--- src/pwg_pkg.sv ---
// How it works
// - One guard per bridge, covering its peripherals
// - Instances 0,1 clock on, 2 off, after reset
// - Guard keeps working in sleep while clocked
// - Debugger writes bypass protection entirely
// - Clear-location one clears protection bit
// - Set-location one sets protection bit
// - Both locations read same protection state
// - Writing zero leaves protection bit unchanged
// - Protected non-debug write blocked, error returned
// - Double protect or double unprotect gives error
// - Byte, halfword and word accesses supported
// - First instance protection resets to zero
// - Bits 6..1: irq, rtc, wdog, genclk, sysctl, power
package pwg_pkg;

  localparam logic [7:0]  PWG_OFS_CLEAR   = 8'h00;
  localparam logic [7:0]  PWG_OFS_SET     = 8'h04;
  localparam logic [31:0] PWG_PROT_RESET0 = 32'h0000_0000;
  localparam logic [31:0] PWG_IMPL_MASK0  = 32'h0000_007E;
  localparam int          PWG_BIT_EXT_IRQ = 6;
  localparam int          PWG_BIT_RTC     = 5;
  localparam int          PWG_BIT_WDOG    = 4;
  localparam int          PWG_BIT_GENCLK  = 3;
  localparam int          PWG_BIT_SYSCTL  = 2;
  localparam int          PWG_BIT_PWRMGR  = 1;
  localparam int          PWG_CLK_ON_INST = 2;

  // Access on the bridge towards one of its peripherals
  typedef struct packed {
    logic       valid;
    logic       write;
    logic       debug;
    logic [4:0] idx;
  } pwg_tgt_t;

  // Expand byte strobes to a bit mask
  function automatic logic [31:0] pwg_lanes(input logic [3:0] s);
    logic [31:0] m;
    m = {{8{s[3]}}, {8{s[2]}}, {8{s[1]}}, {8{s[0]}}};
    return m;
  endfunction

endpackage

--- src/pwg_guard.sv ---
`timescale 1ns/10ps
`default_nettype none
module pwg_guard import pwg_pkg::*; #(
  parameter int          INST_IDX   = 0,
  parameter int          ADDR_W     = 8,
  parameter logic [31:0] PROT_RESET = PWG_PROT_RESET0,
  parameter logic [31:0] IMPL_MASK  = PWG_IMPL_MASK0
) (
  input  wire logic        i_ref_clk,
  input  wire logic        i_reset_n,
  input  wire logic        i_psel,
  input  wire logic        i_penable,
  input  wire logic        i_pwrite,
  input  wire logic [ADDR_W-1:0] i_paddr,
  input  wire logic [31:0] i_pwdata,
  input  wire logic [3:0]  i_pstrb,
  output logic      [31:0] o_prdata,
  output logic             o_pready,
  output logic             o_pslverr,
  input  wire pwg_tgt_t    i_tgt,
  output logic             o_tgt_block,
  output logic             o_tgt_error,
  output logic      [31:0] o_prot_state,
  output logic             o_clk_on_rst
);

  if (ADDR_W < 3 || ADDR_W > 8) begin : g_chk
    $error("pwg_guard: ADDR_W must be 3..8");
  end
  if (INST_IDX < 0) begin : g_chk_inst
    $error("pwg_guard: INST_IDX must not be negative");
  end
  // A reset bit outside the mask could never be cleared again
  if ((PROT_RESET & ~IMPL_MASK) != 32'h0000_0000) begin : g_chk_rst
    $error("pwg_guard: PROT_RESET has bits outside IMPL_MASK");
  end

  // Instance index decides the power-manager clock default; gating is outside
  assign o_clk_on_rst = (INST_IDX < PWG_CLK_ON_INST);

  logic [31:0] prot_q, prot_d;
  logic [31:0] rdata_q, rdata_d;
  logic [7:0]  ofs;
  logic        hit_clr, hit_set, hit_any;
  logic        acc_wr, setup_rd;
  logic [31:0] wbits;
  logic        dbl_err;

  // Offset compared on word boundaries; byte lanes come from the strobes
  always_comb begin
    ofs             = 8'h00;
    ofs[ADDR_W-1:2] = i_paddr[ADDR_W-1:2];
  end
  assign hit_clr  = (ofs == PWG_OFS_CLEAR);
  assign hit_set  = (ofs == PWG_OFS_SET);
  assign hit_any  = hit_clr | hit_set;
  assign acc_wr   = i_psel & i_penable & i_pwrite;
  assign setup_rd = i_psel & ~i_penable & ~i_pwrite;
  // Only ones in enabled lanes on implemented bits count
  assign wbits    = i_pwdata & pwg_lanes(i_pstrb) & IMPL_MASK;

  // Double protect or double unprotect is reported; the write is harmless anyway
  assign dbl_err = hit_set ? |(wbits & prot_q)
                           : |(wbits & ~prot_q & IMPL_MASK);

  always_comb begin
    prot_d = prot_q;
    if (acc_wr && hit_set) begin
      prot_d = prot_q | wbits;
    end else if (acc_wr && hit_clr) begin
      prot_d = prot_q & ~wbits;
    end
  end

  // Read data is captured in the setup phase so it leaves a flip-flop
  always_comb begin
    rdata_d = rdata_q;
    if (setup_rd) begin
      rdata_d = hit_any ? (prot_q & IMPL_MASK) : 32'h0000_0000;
    end
  end

  // No sleep gating inside: state holds and checks run on every edge
  always_ff @(posedge i_ref_clk) begin
    if (!i_reset_n) begin
      prot_q <= PROT_RESET;
    end else begin
      prot_q <= prot_d;
    end
  end

  // Read data only moves on a read setup or a reset
  always_ff @(posedge i_ref_clk) begin
    if (!i_reset_n) begin
      rdata_q <= 32'h0000_0000;
    end else begin
      rdata_q <= rdata_d;
    end
  end

  assign o_prdata     = rdata_q;
  assign o_pready     = 1'b1;
  assign o_pslverr    = i_psel & i_penable & (~hit_any | (i_pwrite & dbl_err));
  assign o_prot_state = prot_q & IMPL_MASK;

  // One guard per bridge; idx selects the peripheral on this bridge
  always_comb begin
    o_tgt_block = i_tgt.valid & i_tgt.write & ~i_tgt.debug
                & prot_q[i_tgt.idx] & IMPL_MASK[i_tgt.idx];
    o_tgt_error = o_tgt_block;
  end
endmodule // pwg_guard
`default_nettype wire

--- config.mk ---
export PLATFORM = sky130hd
export DESIGN_NAME = pwg_guard
export DESIGN_NICKNAME = d
export VERILOG_FILES = /design/src/pwg_pkg.sv /design/src/pwg_guard.sv
export SDC_FILE = /design/constraint.sdc
export NUM_CORES = 1
export LEC_CHECK = 0
export BUFFER_PORTS_ARGS = -buffer_cell sky130_fd_sc_hd__buf_2
export CAP_MARGIN = 20
export CORE_MARGIN = 2
export CORE_UTILIZATION = 36
export DETAILED_ROUTE_END_ITERATION = 8
export PLACE_DENSITY = 0.91
export SYNTH_ARGS = -nofsm -noshare
export SYNTH_HDL_FRONTEND = slang
export SYNTH_SLANG_ARGS = --single-unit
--- constraint.sdc ---
create_clock -name i_ref_clk -period 2.1 [get_ports i_ref_clk]
set_input_delay 0.42 -clock i_ref_clk [delete_from_list [all_inputs] [get_ports i_ref_clk]]
set_output_delay 0.42 -clock i_ref_clk [all_outputs]
set_load 0.01 [all_outputs]
==> flow_metrics.tcl <==
set metrics [dict create \
    cp_max_fo 6 \
    reg2regPathDepth 2 \
    seq_power_share_pct 44.2 \
    hold_violations 0 \
    min_period_ns 1.95 \
    drc 0 \
    fill_cells 332 \
    fmax_mhz 512 \
    combinationalPowerShare_pct 20.0 \
    wire_per_inst_um 9.96 \
    synthToLayoutAreaGrowth_pct 5.59 \
    seq_area_frac_synth_pct 21.9 \
    ys_ff_latch 12 \
    status "finished, final reports clean" \
    drt_wl_total_mm 2.13 \
    slew_headroom_pct 59.8 \
    slew_violations 0 \
    grt_start_max_net_pins 14 \
    finClkSkew_ns 0.00224 \
    timing.hold.ws_ns 0.434 \
    drive_gt1_share_pct 27.6 \
    layout_common_cells "conb_1 (54), buf_2 (40), nand2_1 (22)" \
    cp-start-kind "register" \
    multi_input_comb_area_um2 616 \
    cts_buffer_depth 2 \
    syn-cell-area_um2 1100 \
    dp.cells 210 \
    vias_per_cell 4.16 \
    grt_antenna_before_repair 0 \
    final_util_pct 38.9 \
    initial_core_util_pct 36.8 \
    power.internal_mw 0.361 \
    grt_pass1_wl_mm 3.09 \
    drv_cap 0 \
    insertion_delay_ns 0.27 \
    leakage_nw 0.629 \
    seqCellArea_um2 241 \
    overflow 0 \
    worstPathRequired_ns 1.68 \
    finalSetupTns_ns 0 \
    stdcell_count 214 \
    cp-end-kind "output port" \
    setup_viol 0 \
    clockRootBuffer "clkbuf_4" \
    r2r_slack_ns 1.33 \
    io_pins 126 \
    sw_frac_of_total_pct 29.8 \
    synth_top_area_share_pct 37.7 \
    vias 891 \
    cts_tree "yes" \
    postCtsSetupBuffers 0 \
    rsz0062_at_grt "false" \
    synth.area.top_cells "buf_4 (38%), dfxtp_1 (22%), nand2_1 (7.5%)" \
    cts_buffers 3 \
    pwr_density_cell_nw_per_um2 444 \
    synth_cell_types 28 \
    grt_util_all_layers_pct 11.6 \
    reg2reg_to "o_prdata[1]" \
    hold_start "i_pwdata[1]" \
    coreArea_um2 2980 \
    htreeDepth 1 \
    postSynthAreaPerCell_um2 7.77 \
    grt_pass1_vias 674 \
    port_buffers 40 \
    layout.cells.most_common "conb_1" \
    die_w_um 59.2 \
    diodes 0 \
    rows 20 \
    synth_top_cell_by_area "buf_4" \
    arrival_ns 1.53 \
    final_nets 239 \
    ant_nets 0 \
    dp.final_hpwl_mm 1.82 \
    tightest_slew_ns 0.602 \
    first_iter_violations 10 \
    yosys_warnings 0 \
    period_share_pct 93.0 \
    peakVddDrop_uv 313 \
    clk_pin_slew_ns 0.07 \
    synthCells 141 \
    dieArea_um2 3500 \
    min_path_type "input port to register" \
    die-height_um 59.2 \
    gp_congestion 0.771 \
    firstDrtPassIters 4 \
    critPathKind "register to output port" \
    pwr-share-clk_pct 35.8 \
    cts.sinks 12 \
    hold_depth 3 \
    p_switching_mw 0.153 \
]
-- worst max-delay path, stage by stage (launching register included) --
cell	delay, ns
dfxtp_1	0.42
inv_1	0.07
a222oi_1	0.34
a41o_1	0.22
o22ai_1	0.07
buf_2	0.14
-- synth_stat cells --
cell	count
a21boi_1	6
a21oi_1	2
a222oi_1	2
a22oi_1	1
a31oi_1	1
a41o_1	1
and4_1	1
buf_4	55
clkbuf_1	2
conb_1	2
dfxtp_1	12
inv_1	4
mux2i_1	6
nand2_1	22
nand2b_1	3
nand3_1	7
nand4_2	1
nor2_1	2
nor2_4	1
nor3_1	1
nor3_4	1
nor3b_1	1
nor4_1	1
o21ai_0	2
o22ai_1	1
or3_1	1
or3b_1	1
or4_4	1
-- final cells by class --
| type | instances | share of cell area, % |
|---|---|---|
| Multi-Input combinational cell | 120 | 53.2 |
| Sequential cell | 12 | 20.9 |
| Tap cell | 33 | 3.57 |
| Inverter | 4 | 1.30 |
| Clock buffer | 4 | 3.14 |
| Timing Repair Buffer | 41 | 17.9 |
-- routing by layer --
metal  routed length, um  global-route usage (%)  vias to the layer above
li1                    -                       -                      438
met1                 788                    13.1                      385
met2                1100                    21.4                       65
met3                 214                    1.97                        3
met4                  28                    4.87                        0
met5                   0                       0                        -
-- worst max path at each step --
stage | cells past startpoint | start | to | slack [ns]
2_1_floorplan | 5 | register | o_tgt_error | 0.31
3_3_place_gp | 5 | i_paddr[5] | o_pslverr | 0.27
3_5_place_dp | 5 | i_paddr[5] | o_pslverr | 0.28
4_1_cts | 5 | register | o_pslverr | 0.09
5_1_grt | 5 | register | o_pslverr | 0.02
6_report | 5 | register | o_pslverr | 0.15
-- stage by stage --
| stage | setup WS [ns] | area [um2] | power, mW |
|---|---|---|---|
| final | 0.147 | 1160 | 0.514 |
| after global routing | 0.0239 | 1160 | 0.544 |
| after CTS | 0.0934 | 1160 | 0.517 |
| after detailed placement | 0.276 | 1120 | 0.334 |
| after global placement | 0.269 | 1120 | 0.333 |
| after floorplan | 0.313 | 1290 | 0.371 |
-- kinds of logic (layout without fill, tap and decap cells) --
kind of cell    after synthesis  after routing  share of synthesized area (%)
compound gates               16             16                           10.5
buf+inv                      61             49                           39.7
simple gates                 44             44                           21.7
mux                           6              6                           5.48
flops                        12             12                           21.9
other cells                   2             54                          0.685
-- power by group through the flow --
stage | Sequential [mW] | Combinational, mW | Clock, mW
2_1_floorplan | 0.233 | 0.138 | 0
3_3_place_gp | 0.233 | 0.100 | 0
3_5_place_dp | 0.233 | 0.102 | 0
4_1_cts | 0.227 | 0.102 | 0.188
5_1_grt | 0.227 | 0.117 | 0.200
6_report | 0.227 | 0.103 | 0.184
-- repair_timing --
action / in CTS / in global routing
setup endpoints to repair: 0 / 1
hold buffers: 0 / 0
resized for setup: 0 / 1
hold endpoints to repair: 0 / 0
No activity file was read; power rests on OpenSTA's default activity.
